--- config.mk ---
export PLATFORM = sky130hd
export DESIGN_NAME = spz_serial_port
export DESIGN_NICKNAME = d
export VERILOG_FILES = /design/src/spz_pkg.sv /design/src/spz_serial_port.sv
export SDC_FILE = /design/constraint.sdc
export NUM_CORES = 1
export LEC_CHECK = 0
export ABC_CLOCK_PERIOD_IN_PS = 3800
export BUFFER_PORTS_ARGS = -buffer_cell sky130_fd_sc_hd__buf_2
export CORE_MARGIN = 5
export CORE_UTILIZATION = 54
export CTS_BUF_LIST = sky130_fd_sc_hd__clkbuf_2 sky130_fd_sc_hd__clkbuf_4 sky130_fd_sc_hd__clkbuf_8
export DETAILED_ROUTE_END_ITERATION = 16
export GPL_TIMING_DRIVEN = 0
export PLACE_DENSITY = 0.78
export SLEW_MARGIN = 10
export SYNTH_ARGS = -nofsm -noshare
export SYNTH_HDL_FRONTEND = slang
export SYNTH_SLANG_ARGS = --single-unit
--- constraint.sdc ---
create_clock -name I_CLK -period 3.8 [get_ports I_CLK]
set_clock_uncertainty 0.15 [all_clocks]
set_input_delay 0.38 -clock I_CLK [delete_from_list [all_inputs] [get_ports I_CLK]]
set_output_delay 0.38 -clock I_CLK [all_outputs]
set_load 0.03 [all_outputs]
--- src/spz_pkg.sv ---
/*
  Shared constants and types of the serial port block: register offsets on the APB
  side, control field layout, mode encodings, timer reload modes and shift patterns.
  Assumes a single clock domain and a 32-bit APB slave with byte addresses.
*/
`default_nettype none

package spz_pkg;

  // Register byte offsets, one aligned word each.
  localparam logic [7:0] OFF_CTRL = 8'h00;    // serial_control_reg.
  localparam logic [7:0] OFF_BUF = 8'h04;     // serial_buffer.
  localparam logic [7:0] OFF_POWER = 8'h08;   // power_control_reg.
  localparam logic [7:0] OFF_TMODE = 8'h0C;   // timer_mode_reg.
  localparam logic [7:0] OFF_RELOAD = 8'h10;  // t1_reload_high and t1_reload_low.
  localparam logic [7:0] OFF_RBYTE = 8'h14;   // t1_reload_byte.
  localparam logic [7:0] OFF_STATUS = 8'h18;  // Busy indications, read only.

  // Field positions and widths.
  localparam int unsigned POWER_DOUBLE_BIT = 7;  // rate_double_bit inside power_control_reg.
  localparam int unsigned TMODE_NIB_LSB = 4;     // Timer 1 nibble of timer_mode_reg.
  localparam int unsigned BYTE_W = 8;            // Data byte width.

  // Serial modes.
  localparam logic [1:0] MODE_SHIFT = 2'h0;   // Synchronous shift register.
  localparam logic [1:0] MODE_UART8 = 2'h1;   // 10-bit asynchronous frame.
  localparam logic [1:0] MODE_UART9F = 2'h2;  // Fixed-rate 9-bit mode, rate only.
  localparam logic [1:0] MODE_UART9V = 2'h3;  // Variable 9-bit mode, rate only.

  // Timer 1 nibble values that select the internal auto-reload counter.
  localparam logic [3:0] T1_AUTO8 = 4'h2;   // 8-bit reload, span 256.
  localparam logic [3:0] T1_AUTO16 = 4'h1;  // 16-bit reload, span 65536.
  localparam logic [7:0] T1_TOP8 = 8'hFF;
  localparam logic [15:0] T1_TOP16 = 16'hFFFF;

  // Shift register patterns.
  localparam logic [8:0] M0_RX_PRELOAD = 9'h1FE;  // 111111110.
  localparam logic [8:0] M1_RX_PRELOAD = 9'h1FF;
  localparam logic [7:0] TX_END_MARK = 8'h01;     // Marker just left of the MSB.

  // Divide-by-16 counter states; samples on the seventh, eighth and ninth.
  localparam logic [3:0] DIV16_LAST = 4'hF;
  localparam logic [3:0] SAMPLE_A = 4'h6;
  localparam logic [3:0] SAMPLE_B = 4'h7;
  localparam logic [3:0] SAMPLE_C = 4'h8;

  // Control register layout, most significant field first.
  typedef struct packed {
    logic [1:0] mode;        // Serial mode select.
    logic multiproc_enable;  // Stop-bit qualification of receive.
    logic rx_enable;         // Receive enable.
    logic tx_ninth;          // Stored only; nine-bit modes are not framed here.
    logic rx_ninth_bit;      // Received stop bit in the 8-bit frame mode.
    logic tx_done_flag;      // Set by hardware at end of the last data bit.
    logic rx_done_flag;      // Set by hardware at end of receive.
  } spz_ctrl_t;

  // Bit order reversal, used by both receive paths.
  function automatic logic [7:0] spz_rev8(input logic [7:0] v);
    logic [7:0] r;
    r = 8'h00;
    for (int i = 0; i < 8; i++) begin
      r[i] = v[7 - i];
    end
    return r;
  endfunction : spz_rev8

endpackage : spz_pkg

`default_nettype wire

--- src/spz_serial_port.sv ---
/*
  Serial port with bit-rate generation for all four modes and the framing of the
  shift register mode and the 8-bit asynchronous mode, reached over APB.
  Assumes one clock, which is also the oscillator, and an APB master on that clock.
*/
`default_nettype none

module spz_serial_port
  import spz_pkg::*;
(
  input wire logic I_CLK,
  input wire logic I_RST,
  input wire logic I_PSEL,
  input wire logic I_PENABLE,
  input wire logic I_PWRITE,
  input wire logic [7:0] I_PADDR,
  input wire logic [31:0] I_PWDATA,
  output logic [31:0] O_PRDATA,
  output logic O_PREADY,
  output logic O_PSLVERR,
  input wire logic I_T1_OVF,
  input wire logic I_RXD,
  output logic O_RXD_OUT,
  output logic O_RXD_OE,
  output logic O_TXD
);

  typedef enum logic [2:0] {TX_IDLE, TX_WAIT, TX_SHIFT0, TX_REQ, TX_START, TX_DATA,
    TX_STOP} spz_tx_state_t;
  typedef enum logic [1:0] {RX_IDLE, RX_M0_LOAD, RX_M0_ACT, RX_M1_ACT} spz_rx_state_t;

  spz_ctrl_t ctrl_q;             // Control and flag register.
  logic [7:0] rx_buf_q;          // Received byte, read side of the buffer.
  logic [7:0] power_q;           // Power control register.
  logic [7:0] tmode_q;           // Timer mode register.
  logic [7:0] reload_low_q;      // Low reload byte of the 16-bit timer.
  logic [7:0] reload_high_q;     // High reload byte of the 16-bit timer.
  logic [7:0] reload_byte_q;     // Reload byte of the 8-bit timer.
  logic [15:0] t1_cnt_q;         // Internal Timer 1 counter.
  logic t1_ovf;                  // Timer 1 overflow pulse.
  logic ovf_half_q;              // Halves the overflow rate when not doubled.
  logic pre_q;                   // Halves the oscillator for mode 2.
  logic tick16;                  // Sixteen times the bit rate.
  logic [3:0] tx_cnt_q;          // Transmit divide-by-16 counter.
  logic tx_roll;                 // Transmit bit boundary.
  logic [3:0] rx_cnt_q;          // Receive divide-by-16 counter.
  logic [8:0] tx_sr_q;           // Transmit shift register.
  logic [8:0] rx_sr_q;           // Receive shift register.
  logic [8:0] rx_next;           // Receive register after one more shift.
  spz_tx_state_t tx_state_q;
  spz_rx_state_t rx_state_q;
  logic sclk_q;                  // Mode 0 shift clock, low half first.
  logic m0_bit_q;                // Mode 0 bit taken at the rising shift clock.
  logic samp_a_q;                // First of the three mid-bit samples.
  logic samp_b_q;                // Second of the three mid-bit samples.
  logic majority;                // Accepted bit value.
  logic rx_prev_q;               // Line value at the previous tick.
  logic rxd_s1_q;                // Synchroniser, first stage.
  logic rxd_s2_q;                // Synchroniser, second stage.
  logic [31:0] prdata_q;
  logic wr_access;
  logic sel_ctrl, sel_buf, sel_power, sel_tmode, sel_reload, sel_rbyte, sel_status;
  logic mapped;
  logic rate_double;
  logic tx_end;                  // Marker pattern seen at the shift position.
  logic ti_set;                  // Transmit done event.
  logic rx_load;                 // Buffer load and receive done event.
  logic [7:0] rx_byte;           // Byte to load into the buffer.
  logic tx_line;                 // Next transmit pin value.
  logic rxd_line;                // Next receive pin drive value.
  logic rxd_drive;               // Next receive pin enable.

  assign rate_double = power_q[POWER_DOUBLE_BIT];

  // Address decode, shared by the read path and the write path.
  always_comb begin
    sel_ctrl = 1'b0;
    sel_buf = 1'b0;
    sel_power = 1'b0;
    sel_tmode = 1'b0;
    sel_reload = 1'b0;
    sel_rbyte = 1'b0;
    sel_status = 1'b0;
    if (I_PADDR == OFF_CTRL) begin
      sel_ctrl = 1'b1;
    end else if (I_PADDR == OFF_BUF) begin
      sel_buf = 1'b1;
    end else if (I_PADDR == OFF_POWER) begin
      sel_power = 1'b1;
    end else if (I_PADDR == OFF_TMODE) begin
      sel_tmode = 1'b1;
    end else if (I_PADDR == OFF_RELOAD) begin
      sel_reload = 1'b1;
    end else if (I_PADDR == OFF_RBYTE) begin
      sel_rbyte = 1'b1;
    end else if (I_PADDR == OFF_STATUS) begin
      sel_status = 1'b1;
    end
  end

  assign mapped = sel_ctrl | sel_buf | sel_power | sel_tmode | sel_reload | sel_rbyte |
    sel_status;
  // The slave never stalls, so every access completes in its first access cycle.
  assign O_PREADY = 1'b1;
  assign O_PSLVERR = I_PSEL & I_PENABLE & ~mapped;
  assign wr_access = I_PSEL & I_PENABLE & I_PWRITE & mapped;
  assign O_PRDATA = prdata_q;

  // Read data is captured in the setup cycle, so it stands steady during access.
  always_ff @(posedge I_CLK or posedge I_RST) begin
    if (I_RST) begin
      prdata_q <= 32'h0000_0000;
    end else if (I_PSEL && !I_PENABLE && !I_PWRITE) begin
      prdata_q <= 32'h0000_0000;
      if (sel_ctrl) begin
        prdata_q[7:0] <= ctrl_q;
      end else if (sel_buf) begin
        prdata_q[7:0] <= rx_buf_q;
      end else if (sel_power) begin
        prdata_q[7:0] <= power_q;
      end else if (sel_tmode) begin
        prdata_q[7:0] <= tmode_q;
      end else if (sel_reload) begin
        prdata_q[15:0] <= {reload_high_q, reload_low_q};
      end else if (sel_rbyte) begin
        prdata_q[7:0] <= reload_byte_q;
      end else if (sel_status) begin
        prdata_q[1:0] <= {rx_state_q != RX_IDLE, tx_state_q != TX_IDLE};
      end
    end
  end

  // Rate and timer configuration registers, plain storage.
  always_ff @(posedge I_CLK or posedge I_RST) begin
    if (I_RST) begin
      power_q <= 8'h00;
      tmode_q <= 8'h00;
      reload_low_q <= 8'h00;
      reload_high_q <= 8'h00;
      reload_byte_q <= 8'h00;
    end else if (wr_access) begin
      if (sel_power) begin
        power_q <= I_PWDATA[7:0];
      end
      if (sel_tmode) begin
        tmode_q <= I_PWDATA[7:0];
      end
      if (sel_reload) begin
        reload_low_q <= I_PWDATA[7:0];
        reload_high_q <= I_PWDATA[15:8];
      end
      if (sel_rbyte) begin
        reload_byte_q <= I_PWDATA[7:0];
      end
    end
  end

  // Control register; a hardware set in the same cycle as a software clear wins.
  always_ff @(posedge I_CLK or posedge I_RST) begin
    if (I_RST) begin
      ctrl_q <= '0;
      rx_buf_q <= 8'h00;
    end else begin
      if (wr_access && sel_ctrl) begin
        ctrl_q <= spz_ctrl_t'(I_PWDATA[7:0]);
      end
      if (ti_set) begin
        ctrl_q.tx_done_flag <= 1'b1;
      end
      if (rx_load) begin
        rx_buf_q <= rx_byte;
        ctrl_q.rx_done_flag <= 1'b1;
        if (ctrl_q.mode == MODE_UART8) begin
          ctrl_q.rx_ninth_bit <= majority;
        end
      end
    end
  end

  // Timer 1 stand-in: counts the oscillator up to overflow and reloads, so the
  // overflow period is the span minus the reload value. Other nibbles use the input.
  always_ff @(posedge I_CLK or posedge I_RST) begin
    if (I_RST) begin
      t1_cnt_q <= 16'h0000;
    end else if (tmode_q[TMODE_NIB_LSB +: 4] == T1_AUTO8) begin
      if (t1_cnt_q[7:0] == T1_TOP8) begin
        t1_cnt_q <= {8'h00, reload_byte_q};
      end else begin
        t1_cnt_q <= {8'h00, t1_cnt_q[7:0] + 8'h01};
      end
    end else if (tmode_q[TMODE_NIB_LSB +: 4] == T1_AUTO16) begin
      if (t1_cnt_q == T1_TOP16) begin
        t1_cnt_q <= {reload_high_q, reload_low_q};
      end else begin
        t1_cnt_q <= t1_cnt_q + 16'h0001;
      end
    end
  end

  always_comb begin
    if (tmode_q[TMODE_NIB_LSB +: 4] == T1_AUTO8) begin
      t1_ovf = (t1_cnt_q[7:0] == T1_TOP8);
    end else if (tmode_q[TMODE_NIB_LSB +: 4] == T1_AUTO16) begin
      t1_ovf = (t1_cnt_q == T1_TOP16);
    end else begin
      t1_ovf = I_T1_OVF;
    end
  end

  // Prescalers for the sixteen-times tick.
  always_ff @(posedge I_CLK or posedge I_RST) begin
    if (I_RST) begin
      pre_q <= 1'b0;
      ovf_half_q <= 1'b0;
    end else begin
      pre_q <= ~pre_q;
      if (t1_ovf) begin
        ovf_half_q <= ~ovf_half_q;
      end
    end
  end

  // Sixteen ticks make one bit; mode 0 runs from the shift clock instead.
  always_comb begin
    tick16 = 1'b0;
    if (ctrl_q.mode == MODE_UART9F) begin
      tick16 = rate_double | pre_q;
    end else if (ctrl_q.mode != MODE_SHIFT) begin
      tick16 = t1_ovf & (rate_double | ovf_half_q);
    end
  end

  // Transmit divide-by-16 counter runs freely so bit times ignore the write moment.
  always_ff @(posedge I_CLK or posedge I_RST) begin
    if (I_RST) begin
      tx_cnt_q <= 4'h0;
    end else if (tick16) begin
      tx_cnt_q <= tx_cnt_q + 4'h1;
    end
  end
  assign tx_roll = tick16 && (tx_cnt_q == DIV16_LAST);

  // Shift clock toggles every oscillator cycle while mode 0 is moving data.
  always_ff @(posedge I_CLK or posedge I_RST) begin
    if (I_RST) begin
      sclk_q <= 1'b0;
    end else if (tx_state_q == TX_SHIFT0 || rx_state_q == RX_M0_ACT) begin
      sclk_q <= ~sclk_q;
    end else begin
      sclk_q <= 1'b0;
    end
  end

  assign tx_end = (tx_sr_q[8:1] == TX_END_MARK);
  assign ti_set = (tx_state_q == TX_SHIFT0 && sclk_q && tx_end) ||
    (tx_state_q == TX_DATA && tx_roll && tx_end);

  // Transmit sequencer. A buffer write while busy is ignored.
  always_ff @(posedge I_CLK or posedge I_RST) begin
    if (I_RST) begin
      tx_state_q <= TX_IDLE;
      tx_sr_q <= 9'h000;
    end else begin
      case (tx_state_q)
        TX_IDLE: begin
          if (wr_access && sel_buf) begin
            tx_sr_q <= {1'b1, I_PWDATA[BYTE_W-1:0]};
            if (ctrl_q.mode == MODE_SHIFT) begin
              tx_state_q <= TX_WAIT;
            end else if (ctrl_q.mode == MODE_UART8) begin
              tx_state_q <= TX_REQ;
            end
          end
        end
        TX_WAIT: begin
          tx_state_q <= TX_SHIFT0;
        end
        TX_SHIFT0: begin
          if (sclk_q) begin
            tx_sr_q <= {1'b0, tx_sr_q[8:1]};
            if (tx_end) begin
              tx_state_q <= TX_IDLE;
            end
          end
        end
        TX_REQ: begin
          if (tx_roll) begin
            tx_state_q <= TX_START;
          end
        end
        TX_START: begin
          if (tx_roll) begin
            tx_state_q <= TX_DATA;
          end
        end
        TX_DATA: begin
          if (tx_roll && tx_state_q == TX_DATA) begin
            tx_sr_q <= {1'b0, tx_sr_q[8:1]};
            if (tx_end) begin
              tx_state_q <= TX_STOP;
            end
          end
        end
        TX_STOP: begin
          if (tx_roll) begin
            tx_state_q <= TX_IDLE;
          end
        end
        default: begin
          tx_state_q <= TX_IDLE;
        end
      endcase
    end
  end

  // Receive line synchroniser.
  always_ff @(posedge I_CLK or posedge I_RST) begin
    if (I_RST) begin
      rxd_s1_q <= 1'b1;
      rxd_s2_q <= 1'b1;
    end else begin
      rxd_s1_q <= I_RXD;
      rxd_s2_q <= rxd_s1_q;
    end
  end

  // Two of three samples decide the bit; the third is the live sample.
  assign majority = (samp_a_q & samp_b_q) | (samp_a_q & rxd_s2_q) |
    (samp_b_q & rxd_s2_q);
  assign rx_next = (rx_state_q == RX_M0_ACT) ? {rx_sr_q[7:0], m0_bit_q} :
    {rx_sr_q[7:0], majority};

  // Buffer load conditions for both receive modes.
  always_comb begin
    rx_load = 1'b0;
    rx_byte = spz_rev8(rx_next[7:0]);
    if (rx_state_q == RX_M0_ACT && sclk_q && !rx_next[8]) begin
      rx_load = 1'b1;
    end else if (rx_state_q == RX_M1_ACT && tick16 && rx_cnt_q == SAMPLE_C &&
        !rx_sr_q[8]) begin
      rx_byte = spz_rev8(rx_next[8:1]);
      rx_load = !ctrl_q.rx_done_flag && (!ctrl_q.multiproc_enable || majority);
    end
  end

  // Receive sequencer for both modes.
  always_ff @(posedge I_CLK or posedge I_RST) begin
    if (I_RST) begin
      rx_state_q <= RX_IDLE;
      rx_sr_q <= 9'h000;
      rx_cnt_q <= 4'h0;
      m0_bit_q <= 1'b0;
      samp_a_q <= 1'b1;
      samp_b_q <= 1'b1;
      rx_prev_q <= 1'b1;
    end else begin
      if (tick16) begin
        rx_prev_q <= rxd_s2_q;
      end
      case (rx_state_q)
        RX_IDLE: begin
          if (ctrl_q.mode == MODE_SHIFT && ctrl_q.rx_enable && !ctrl_q.rx_done_flag &&
              tx_state_q == TX_IDLE) begin
            rx_state_q <= RX_M0_LOAD;
          end else if (ctrl_q.mode == MODE_UART8 && ctrl_q.rx_enable && tick16 &&
              rx_prev_q && !rxd_s2_q) begin
            rx_cnt_q <= 4'h0;
            rx_sr_q <= M1_RX_PRELOAD;
            rx_state_q <= RX_M1_ACT;
          end
        end
        RX_M0_LOAD: begin
          rx_sr_q <= M0_RX_PRELOAD;
          rx_state_q <= RX_M0_ACT;
        end
        RX_M0_ACT: begin
          if (!sclk_q) begin
            m0_bit_q <= rxd_s2_q;
          end else begin
            rx_sr_q <= rx_next;
            if (!rx_next[8]) begin
              rx_state_q <= RX_IDLE;
            end
          end
        end
        RX_M1_ACT: begin
          if (tick16) begin
            rx_cnt_q <= rx_cnt_q + 4'h1;
            if (rx_cnt_q == SAMPLE_A) begin
              samp_a_q <= rxd_s2_q;
            end else if (rx_cnt_q == SAMPLE_B) begin
              samp_b_q <= rxd_s2_q;
            end else if (rx_cnt_q == SAMPLE_C) begin
              rx_sr_q <= rx_next;
              if (rx_sr_q == M1_RX_PRELOAD && majority) begin
                rx_state_q <= RX_IDLE;
              end else if (!rx_sr_q[8]) begin
                rx_state_q <= RX_IDLE;
              end
            end
          end
        end
        default: begin
          rx_state_q <= RX_IDLE;
        end
      endcase
    end
  end

  // Pin values: in mode 0 the receive pin carries data and the transmit pin the clock.
  always_comb begin
    tx_line = 1'b1;
    rxd_line = 1'b1;
    rxd_drive = 1'b0;
    if (tx_state_q == TX_SHIFT0) begin
      tx_line = sclk_q;
      rxd_line = tx_sr_q[0];
      rxd_drive = 1'b1;
    end else if (rx_state_q == RX_M0_ACT) begin
      tx_line = sclk_q;
    end else if (tx_state_q == TX_START) begin
      tx_line = 1'b0;
    end else if (tx_state_q == TX_DATA) begin
      tx_line = tx_sr_q[0];
    end
  end

  // Pins are registered to keep them glitch free; they lag the state by one clock.
  always_ff @(posedge I_CLK or posedge I_RST) begin
    if (I_RST) begin
      O_TXD <= 1'b1;
      O_RXD_OUT <= 1'b1;
      O_RXD_OE <= 1'b0;
    end else begin
      O_TXD <= tx_line;
      O_RXD_OUT <= rxd_line;
      O_RXD_OE <= rxd_drive;
    end
  end

endmodule : spz_serial_port

`default_nettype wire

=== Yosys cells after proc, flatten, opt, wreduce, memory -nomap -nowiden ===
Cells that the tools add are included.

* $add $sub $neg: 4
* $mul: 0
* Div/mod/pow operators: 0
* Magnitude comparators: 0
* Eq/ne operators: 46
* Shift operators: 0
* Muxes and demuxes: 104
* Bitwise logic cells: 23
* Reductions and logical operators: 57

{| class="wikitable"
|+ Operators by type and width
! kind !! count
|-
| 8-bit 2-to-1 mux || 13
|-
| 9-bit 2-to-1 mux || 10
|-
| 16-bit 2-to-1 mux || 3
|-
| 1-bit 2-to-1 mux || 46
|-
| 9-bit one-hot mux with 4 select lines || 1
|-
| 3-bit 2-to-1 mux || 11
|-
| 2-bit inequality test, second input constant || 14
|-
| 9-bit one-hot mux with 3 select lines || 1
|-
| 8-bit by 5-bit equality test with 1-bit output, second input constant || 3
|-
| 2-bit 2-to-1 mux || 12
|-
| 1-bit logical AND || 23
|-
| 3-bit one-hot mux with 7 select lines || 1
|-
| 16-bit by 1-bit adder with 16-bit output, second input constant || 1
|-
| 16-bit equality test, second input constant || 1
|-
| 8-bit by 4-bit equality test with 1-bit output, second input constant || 2
|-
| 4-bit 2-to-1 mux || 3
|-
| 4-bit AND reduction || 3
|-
| 2-bit nonzero test || 6
|-
| 1-bit bitwise OR || 10
|-
| 2-bit AND reduction || 5
|-
| 3-bit equality test, second input constant || 3
|-
| 9-bit equality test, second input constant || 1
|-
| 9-bit AND reduction || 1
|-
| 4-bit by 1-bit adder with 4-bit output, second input constant || 2
|-
| 29 further kinds || 58
|}

* Bits in registers: 131
* Latch bits: 0
* Bits in writable memories: 0
* Memory bits (read-only): 0
* Input bits: 47
* Output and inout bits: 37
* Logic and storage cells: 267
* Memories: 0

=== Longest topological paths before layout ===
Gate-level depths: netlist (run 1).

* Depth after elaboration: 15
* Mapped depth: 8
* Mapped depth without buffers: 7

=== Worst setup path after synthesis (run 1) ===
OpenSTA, ideal clock, no wires.

* Path type: reg-to-reg
* From: reg t1_cnt_q[0]
* To: reg ctrl_q[2] (netlist bit)
* Setup time: 0.125 ns
* Arrival: 2.314 ns
* Data required time: 3.525 ns
* Slack: 1.211 ns
* Cell stages (with the launch flop): 8
* Buffers on the path: 0
* Clock period less this slack: 2.589 ns
* Cells stage by stage: dfrtp_1 ha_1 nand3_1 nor4_4 nand3_4 a211o_2 a211oi_2 mux2_2

* Longest elaborated chain between the ends: 12
* Elaborated cells on any way between the ends: 13
* Classes of those cells: eq/ne: 2; mux: 7; bitwise: 1; reduce/logical: 3

{| class="wikitable"
|+ RTL lines
! item !! line !! text
|-
| start, declared || spz_serial_port.sv:39 || <nowiki>logic [15:0] t1_cnt_q;</nowiki>
|-
| start signal, assigned || spz_serial_port.sv:187 || <nowiki>t1_cnt_q <= {8'h00, reload_byte_q};</nowiki>
|-
| start signal, assigned || spz_serial_port.sv:189 || <nowiki>t1_cnt_q <= {8'h00, t1_cnt_q[7:0] + 8'h01};</nowiki>
|-
| start signal, assigned || spz_serial_port.sv:193 || <nowiki>t1_cnt_q <= {reload_high_q, reload_low_q};</nowiki>
|-
| 16-bit equality test || spz_serial_port.sv:204 || <nowiki>t1_ovf = (t1_cnt_q == T1_TOP16);</nowiki>
|-
| 1-bit 2-to-1 mux || spz_serial_port.sv:203 || <nowiki>end else if (tmode_q[TMODE_NIB_LSB +: 4] == T1_AUTO16) begin</nowiki>
|-
| 1-bit 2-to-1 mux * || spz_serial_port.sv:201 || <nowiki>if (tmode_q[TMODE_NIB_LSB +: 4] == T1_AUTO8) begin</nowiki>
|-
| 1-bit AND * || spz_serial_port.sv:229 || <nowiki>tick16 = t1_ovf & (rate_double | ovf_half_q);</nowiki>
|-
| 1-bit 2-to-1 mux * || spz_serial_port.sv:228 || <nowiki>end else if (ctrl_q.mode != MODE_SHIFT) begin</nowiki>
|-
| 1-bit 2-to-1 mux * || spz_serial_port.sv:226 || <nowiki>if (ctrl_q.mode == MODE_UART9F) begin</nowiki>
|-
| 1-bit logical AND * (3 in series) || spz_serial_port.sv:339 || <nowiki>end else if (rx_state_q == RX_M1_ACT && tick16 && rx_cnt_q == SAMPLE_C &&</nowiki>
|-
| 1-bit 2-to-1 mux * || spz_serial_port.sv:339 ||
|-
| 1-bit 2-to-1 mux * || spz_serial_port.sv:337 || <nowiki>if (rx_state_q == RX_M0_ACT && sclk_q && !rx_next[8]) begin</nowiki>
|-
| 1-bit 2-to-1 mux * || spz_serial_port.sv:170 || <nowiki>if (rx_load) begin</nowiki>
|-
| end signal, assigned || spz_serial_port.sv:165 || <nowiki>ctrl_q <= spz_ctrl_t'(I_PWDATA[7:0]);</nowiki>
|-
| end, declared || spz_serial_port.sv:32 || <nowiki>spz_ctrl_t ctrl_q;</nowiki>
|}

Every way passes the cells marked *; elsewhere a longest branch is shown, timed or not.
A chain may end at the register's enable or synchronous reset.

=== Final worst setup path (run 1) ===
Ends and elaborated chain as after synthesis.

==> impl_results.md, run 1 <==
- Switch Pwr: 0.940 mW
- Die Y: 122 µm
- Setup TNS: 0 ps
- Crit end category: flop
- WHS: 19.2 ps
- Worst Tran Pin Value: 914 ps
- Crit path time final: 3320 ps
- Number of diodes: 0
- CTS root buf: clkbuf_8
- RD Place Congestion: 0.909
- Final WS setup: 482 ps
- Tot GR Track Use: 23.6%
- Remaining DRCs: 0
- Clk_lat worst skew: 440 ps
- Setup violators final: 0
- Critical path fanouts, max: 9
- Biggest cell delay along the critical path: 680 ps
- Area share of fa/ha/maj cells after synthesis: 1.08%
- Run status: finished clean
- Critical Path RT: 3980 ps
- First-pass GRT wire length: 27.3 mm
- Clk buf depth: 2
- Vias per Instance: 5.98
- CP delay by family, top: simple AND/OR/NAND/NOR gates
- CTS tree: done
- Int Power: 2.46 mW
- Post-synthesis cell area: 6730 µm²
- Area leader, netlist: dfrtp_1
- I/O pins: 84
- Floorplan core area: 12100 µm²
- Initial antenna violation count: 0
- Critical Path AT: 3490 ps
- Final period util: 87.3%
- Placed cell areas: 7300 µm²
- TritonCTS Sinks: 131
- Initial DRC count: 534
- Yosys reg bits: 131
- Async set-reset flop share out of synthesis: 100%
- WP buf/inv: 0
- HP Class: input pin to flop
- Num rows: 40
- Setup bufs post-CTS: 0
- Pin count of the biggest net entering global routing: 39
- Seq/Total Area, Yosys: 48.9%
- Mux contribution to synthesized area: 11.9%
- Netlist cell types: 75
- GRT overflow: 0
- Synth warnings: 0
- Crit Path Category: flop to flop
- Routed via count: 5527
- CP Launch Type: flop
- Part of the power in combinational logic: 15.2%
- EDFF count, synth: 0
- Post-synth top flop: dfrtp_1
- Post-Synth Simple-Gate Area: 17.0%
- Share of the synthesized area in the top cell type: 46.1%
- IO buf count: 49
- Clock slew at reported path FFs: 70 ps
- CP max-delay cell: nor4_4
- CTS Hold Buffers Added: 5
- Pre-CTS setup slack: 594 ps
- Starting density of the core: 55.5%
- Critical Path, Cell by Cell: ha_1, nand3_1, nor4_4, nand3_4, a211o_2, a211oi_2, mux2_2
- Post_cts resized: 0
- Leak: 3.59 nW
- DR WL/cell: 18.1 µm
- Mapped Cells: 652
- F_max: 0.301 GHz
- Final Hold Viols: 0
- Seq pwr share: 49.3%
- Rel. slew slack: 38.9%
- Synth-to-Final Area Change: 15.4%
- Net Sw Frac: 27.7%
- Post-route antenna net violation count: 0
- Dominant cells by area after synthesis: dfrtp_1 46%, mux2_2 11%, nand2_1 5.0%
- Worst VDD drop: 0.478 mV
- Compound-cell area share of the yosys netlist: 15.5%
- Die Area: 14800 µm²
- HPWL after DPL: 12.2 mm
- Pwr/cell area: 438 nW/µm²
- Num CTS Buffers: 17
- First-pass iteration count of the detailed router: 5
- Design area: 7760 µm²
- # nets final: 795
- Clock Power Share: 35.5%
- Max_cap viols: 0
- DIE WIDTH: 122 µm
- Largest family of logic cells by synthesized area: simple AND/OR/NAND/NOR gates
- Synth Area in XOR/XNOR: 0.781%
- Layout cell share with drive strength beyond 1: 26.1%
- H-Tree Depth: 4
- Number of global-route vias before repair: 5366
- Max-slew violations: 0
- Final wirelength: 16.7 mm
- RSZ-0062 raised after global routing: false
- Mean Syn Cell Area: 10.3 µm²
## layout make-up
| class | count | area, µm² |
|---|---|---|
| buffer | 44 | 260 |
| clock buffer | 27 | 334 |
| clock inverter | 5 | 75.1 |
| fill | 1020 | 4350 |
| inverter | 15 | 60.1 |
| multi-input combinational | 477 | 3180 |
| sequential | 131 | 3290 |
| tap | 168 | 210 |
| timing repair buffer | 57 | 355 |
## synth_stat cells (3+ instances only)
master      n
nor2b_1     6
o22a_1     15
mux2_2     65
xnor2_1     4
nor3_1     11
and3_1      9
nor2_1     43
a22o_1      3
dfstp_2     7
a22oi_1    10
nand2b_1    4
o22ai_1     3
inv_1      15
o21a_1      6
a21oi_1    28
dfrtp_1   124
nand3_1    25
nor4_1      5
nand4_1     7
clkbuf_1   21
o21ai_0    29
buf_4      17
nand3b_1    4
a222oi_1    6
nand2_1    89
a31oi_1    14
o31ai_1     5
ha_1        5
a221oi_1    4
mux2i_1     7
and2_1      3
a211oi_1    6
## state kept, by name, indices dropped and copies added, names as in the netlist, 8 cells and up
signal,count
power_q,8
reload_byte_q,8
tx_sr_q,9
O_PRDATA,16
t1_cnt_q,16
rx_sr_q,9
ctrl_q,8
tmode_q,8
rx_buf_q,8
reload_high_q,8
reload_low_q,8
## logic make-up after synthesis
family          count (synthesis)
compound gates                148
xor+xnor                        6
mux                            72
simple gates                  228
fa+ha+maj                       6
other cells                     2
flops                         131
buf+inv                        59
## worst paths after layout
path / from / endpoint / slack [ps] / cells after the start
worst min register to register: rxd_s1_q$_DFF_PP1_ / rxd_s2_q$_DFF_PP1_ / 210 / 0
max in group asynchronous: I_RST / O_TXD$_DFF_PP1_ / 2230 / 5
worst max-delay path: t1_cnt_q[0]$_DFFE_PP0P_ / ctrl_q[2]$_DFF_PP0_ / 480 / 7
worst min-delay path: I_PWDATA[10] / reload_high_q[2]$_DFFE_PP0P_ / 20 / 2
worst max register to register: t1_cnt_q[0]$_DFFE_PP0P_ / ctrl_q[2]$_DFF_PP0_ / 480 / 7
min in group asynchronous: I_RST / rx_sr_q[5]$_DFFE_PP0P_ / 390 / 3
## metal layers
metal	vias to the layer above	GRT usage (%)	part of all wire, %	wire length [µm]
met5	-	0	0	0
met3	48	4.87	7.5	1250
li1	2550	-	-	-
met4	0	10.2	2.9	483
met2	255	36.5	45	7530
met1	2674	32.3	45	7460
## placed cells by master (no fill, tap or decap), drive strengths merged, types with 7 or more instances in the layout
cell type,n
dfrtp,124
o21ai,29
mux2i,7
dfstp,7
o22a,15
clkbuf,50
a31oi,14
nor3,11
mux2,65
buf,72
nand3,26
a21oi,29
nor2,43
conb,17
a211oi,7
nand4,8
a22oi,10
and3,9
nand2,91
inv,14
## worst register-to-register path, stage by stage, from the launching register on
cell and delay, ps:
dfrtp_1 490, ha_1 260, nand3_1 340, nor4_4 680, nand3_4 250, a211o_2 410
a211oi_2 270, mux2_2 360
## power groups by stage
stage / Clock (mW) / Combinational (mW) / Sequential [mW]
4_1_cts: 1.23 / 0.516 / 1.67
3_5_place_dp: 0 / 0.511 / 1.69
2_1_floorplan: 0 / 0.350 / 1.68
6_report: 1.21 / 0.515 / 1.67
3_3_place_gp: 0 / 0.478 / 1.69
5_1_grt: 1.29 / 0.570 / 1.69
## metrics by stage
| step | power [mW] | util (%) | cells |
|---|---|---|---|
| 2_1_floorplan | 2.03 | - | 667 |
| 3_3_place_gp | 2.17 | 59.8 | 884 |
| 3_5_place_dp | 2.20 | 60.3 | 887 |
| 4_1_cts | 3.42 | 64.1 | 924 |
| 5_1_grt | 3.55 | 64.1 | 924 |
| 6_report | 3.40 | 64.1 | 924 |
Note: power is estimated with default switching activity, not from simulation.
==> inputs of run 2 (changes only) <==
--- a/config.mk
+++ b/config.mk
@@ -8,11 +8,10 @@
 export ABC_CLOCK_PERIOD_IN_PS = 3800
 export BUFFER_PORTS_ARGS = -buffer_cell sky130_fd_sc_hd__buf_2
 export CORE_MARGIN = 5
-export CORE_UTILIZATION = 54
-export CTS_BUF_LIST = sky130_fd_sc_hd__clkbuf_2 sky130_fd_sc_hd__clkbuf_4 sky130_fd_sc_hd__clkbuf_8
+export CORE_UTILIZATION = 53
 export DETAILED_ROUTE_END_ITERATION = 16
 export GPL_TIMING_DRIVEN = 0
-export PLACE_DENSITY = 0.78
+export PLACE_DENSITY = 0.77
 export SLEW_MARGIN = 10
 export SYNTH_ARGS = -nofsm -noshare
 export SYNTH_HDL_FRONTEND = slang
==> run 2 against run 1 <==
Net effect: hold slack improved by 15 ps; wire length increased by 2.2%; flip-flop and latch count did not move; power increased by 16%; clock power grew 46%; combinational power is 0.8% lower; die area up 1.7%; non-clock buffer count is 2 lower; final cell count increased by 0.22%; count of clock-buffer cells in the layout down 4; via count up 0.33%; largest cell class unchanged; highest routed layer unchanged.
==> impl_results.md, run 2 (synthesized netlist as in run 1, its figures left out) <==
- Run status: finished clean
- Die Y: 123 µm (+0.86%)
- Post_cts resized: 0 (unchanged)
- Reg-to-Reg End: rx_cnt_q[0]$_DFFE_PP0P_
- FF-to-FF path depth: 7 (unchanged)
- Post-route antenna net violation count: 0 (unchanged)
- Setup violators final: 0 (unchanged)
- Global route hottest layer: met2
- First-pass GRT wire length: 27.7 mm (+1.6%)
- Critical Path Source: t1_cnt_q[0]$_DFFE_PP0P_
- Met3 usage: 6.50% (+1.6 points)
- DR WL/cell: 18.5 µm (+2.0%)
- Clock slew at reported path FFs: 60 ps (about the same)
- Critical Path AT: 3380 ps (-110 ps)
- Remaining DRCs: 0 (unchanged)
- CP max-delay cell: nor4_4
- Routed via count: 5545 (+0.33%)
- Number of global-route vias before repair: 5382 (+0.30%)
- Critical path fanouts, max: 8 (-1)
- Num rows: 41 (+2.5%)
- HP Class: input pin to flop
- Critical Path, Cell by Cell: ha_1, nand3_1, nor4_4, nand3_1, a211oi_1, a21oi_1, mux2_2
- Starting density of the core: 53.7% (-1.8 points)
- Clk buf depth: 2 (unchanged)
- Num CTS Buffers: 17 (unchanged)
- Synth-to-Final Area Change: 18.9%
- H-Tree Depth: 4 (unchanged)
- Final wirelength: 17.1 mm (+2.2%)
- CP Launch Type: flop
- Layout cell share with drive strength beyond 1: 26.0% (-0.064 points)
- Leak: 3.69 nW (+2.6%)
- Tot GR Track Use: 23.9% (+0.30 points)
- Max_cap viols: 0 (unchanged)
- RD Place Congestion: 0.889 (-2.2%)
- RSZ-0062 raised after global routing: false
- Biggest cell delay along the critical path: 670 ps (about the same)
- IO buf count: 49 (unchanged)
- Pin count of the biggest net entering global routing: 33 (-15%)
- Max-slew violations: 0 (unchanged)
- FILL cells: 999 (-2.1%)
- Initial DRC count: 533 (-0.19%)
- R2R Setup Slk: 580 ps (+100 ps)
- Post-Layout Cell Count: 926 (+0.22%)
- CTS tree: done
- Final Hold Viols: 0 (unchanged)
- Worst Tran Pin Value: 871 ps (-43.6 ps)
- HPWL after DPL: 12.6 mm (+2.9%)
- GR Layer Usage met2: 39.7% (+3.1 points)
- Worst VDD drop: 0.323 mV (-32%)
- Crit end category: flop
- Clk_lat worst skew: 430 ps (about the same)
- GR Util met1: 29.5% (-2.8 points)
- Number of diodes: 0 (unchanged)
- GRT overflow: 0 (unchanged)
- Critical Path Sink: rx_cnt_q[0]$_DFFE_PP0P_
- Most frequent CP cell: nand3_1
- TritonCTS Sinks: 131 (unchanged)
- Crit Path Category: flop to flop
- Final core occ: 63.9% (-0.17 points)
- Critical Path RT: 3970 ps (about the same)
- Most frequent cells in the layout: 124 x dfrtp_1, 89 x nand2_1, 65 x mux2_2
- RR Startpoint: t1_cnt_q[0]$_DFFE_PP0P_
- Initial antenna violation count: 0 (unchanged)
- I/O pins: 84 (unchanged)
- CTS root buf: clkbuf_16
- Pwr/cell area: 494 nW/µm² (+13%)
- Final period util: 84.7% (-2.6 points)
- Setup TNS: 0 ps (unchanged)
- First-pass iteration count of the detailed router: 5 (unchanged)
- Die Area: 15000 µm² (+1.7%)
- Vias per Instance: 5.99 (+0.11%)
- DIE WIDTH: 123 µm (+0.86%)
- F_max: 0.311 GHz (+3.1%)
- Crit path time final: 3220 ps (-100 ps)
- Dpl cells: 892 (+0.56%)
- # nets final: 793 (-0.25%)
- Floorplan core area: 12500 µm² (+3.3%)
- Rel. slew slack: 41.8% (+2.9 points)
- Most common cell after layout, fill and taps aside: dfrtp_1
[run 2: cell types whose count changed in the layout (fill, tap and decap cells not counted), moves of 3 or more]
cell / previous run / this run
clkbuf_8: 22 / 5
clkbuf_4: 7 / 1
clkbuf_16: 0 / 17
dlygate4sd3_1: 5 / 2
[run 2: how the worst min path moves through the flow]
stage	startpoint	end	slack, ps	depth (start not counted)
floorplan	rxd_s1_q$_DFF_PP1_	rxd_s2_q$_DFF_PP1_	200	0
global placement	rxd_s1_q$_DFF_PP1_	rxd_s2_q$_DFF_PP1_	200	0
detailed placement	rxd_s1_q$_DFF_PP1_	rxd_s2_q$_DFF_PP1_	200	0
CTS	I_PWDATA[10]	reload_high_q[2]$_DFFE_PP0P_	30	2
global route	I_PWDATA[12]	reload_high_q[4]$_DFFE_PP0P_	30	2
finish	I_PWDATA[13]	reload_high_q[5]$_DFFE_PP0P_	30	2
[run 2: cell type report]
type / count / area (µm²) / share of cell area [%]
buffer: 44 / 260 / 3.25
clock buffer: 23 / 488 / 6.10
clock inverter: 9 / 150 / 1.88
inverter: 15 / 60.1 / 0.751
multi-input combinational: 477 / 3180 / 39.7
sequential: 131 / 3290 / 41.1
tap: 172 / 215 / 2.69
timing repair buffer: 55 / 360 / 4.50
[run 2: metal layers]
layer,part of all wire (%),wire [µm],up-vias
li1,-,-,2538
met1,40,6900,2730
met2,50,8490,236
met3,7.2,1220,41
met4,2.8,483,0
met5,0,0,-
[run 2: critical path, delay by kind of cell (launching register included)]
family                   cells  cell delay [ps]
adder cells (fa/ha/maj)      1              240
AND/OR/NAND/NOR              3             1210
AO/OA/AOI/OAI                2              740
multiplexers                 1              300
flip-flops                   1              470
[run 2: per-stage QoR]
stage	setup WS, ps	hold WS [ps]	power, mW	cell area [µm²]
finish	582	34.5	3.95	8000
CTS	607	25.4	3.97	8000
floorplan	1210	195	2.03	6790
detailed placement	614	200	2.20	7340
global placement	656	197	2.16	7250
global route	382	31.3	4.11	8000
[run 2: report_power, final]
part | internal, mW | total (mW) | switching, mW
Clock | 1.16 | 1.77 | 0.604
Combinational | 0.227 | 0.511 | 0.284
Sequential | 1.54 | 1.67 | 0.135
[run 2: what timing repair did]
item / 4_1_cts / 5_1_grt
hold buffers: 2 / 0
setup buffers: 0 / 0
setup endpoints to repair: 0 / 0
hold endpoints to repair: 27 / 0
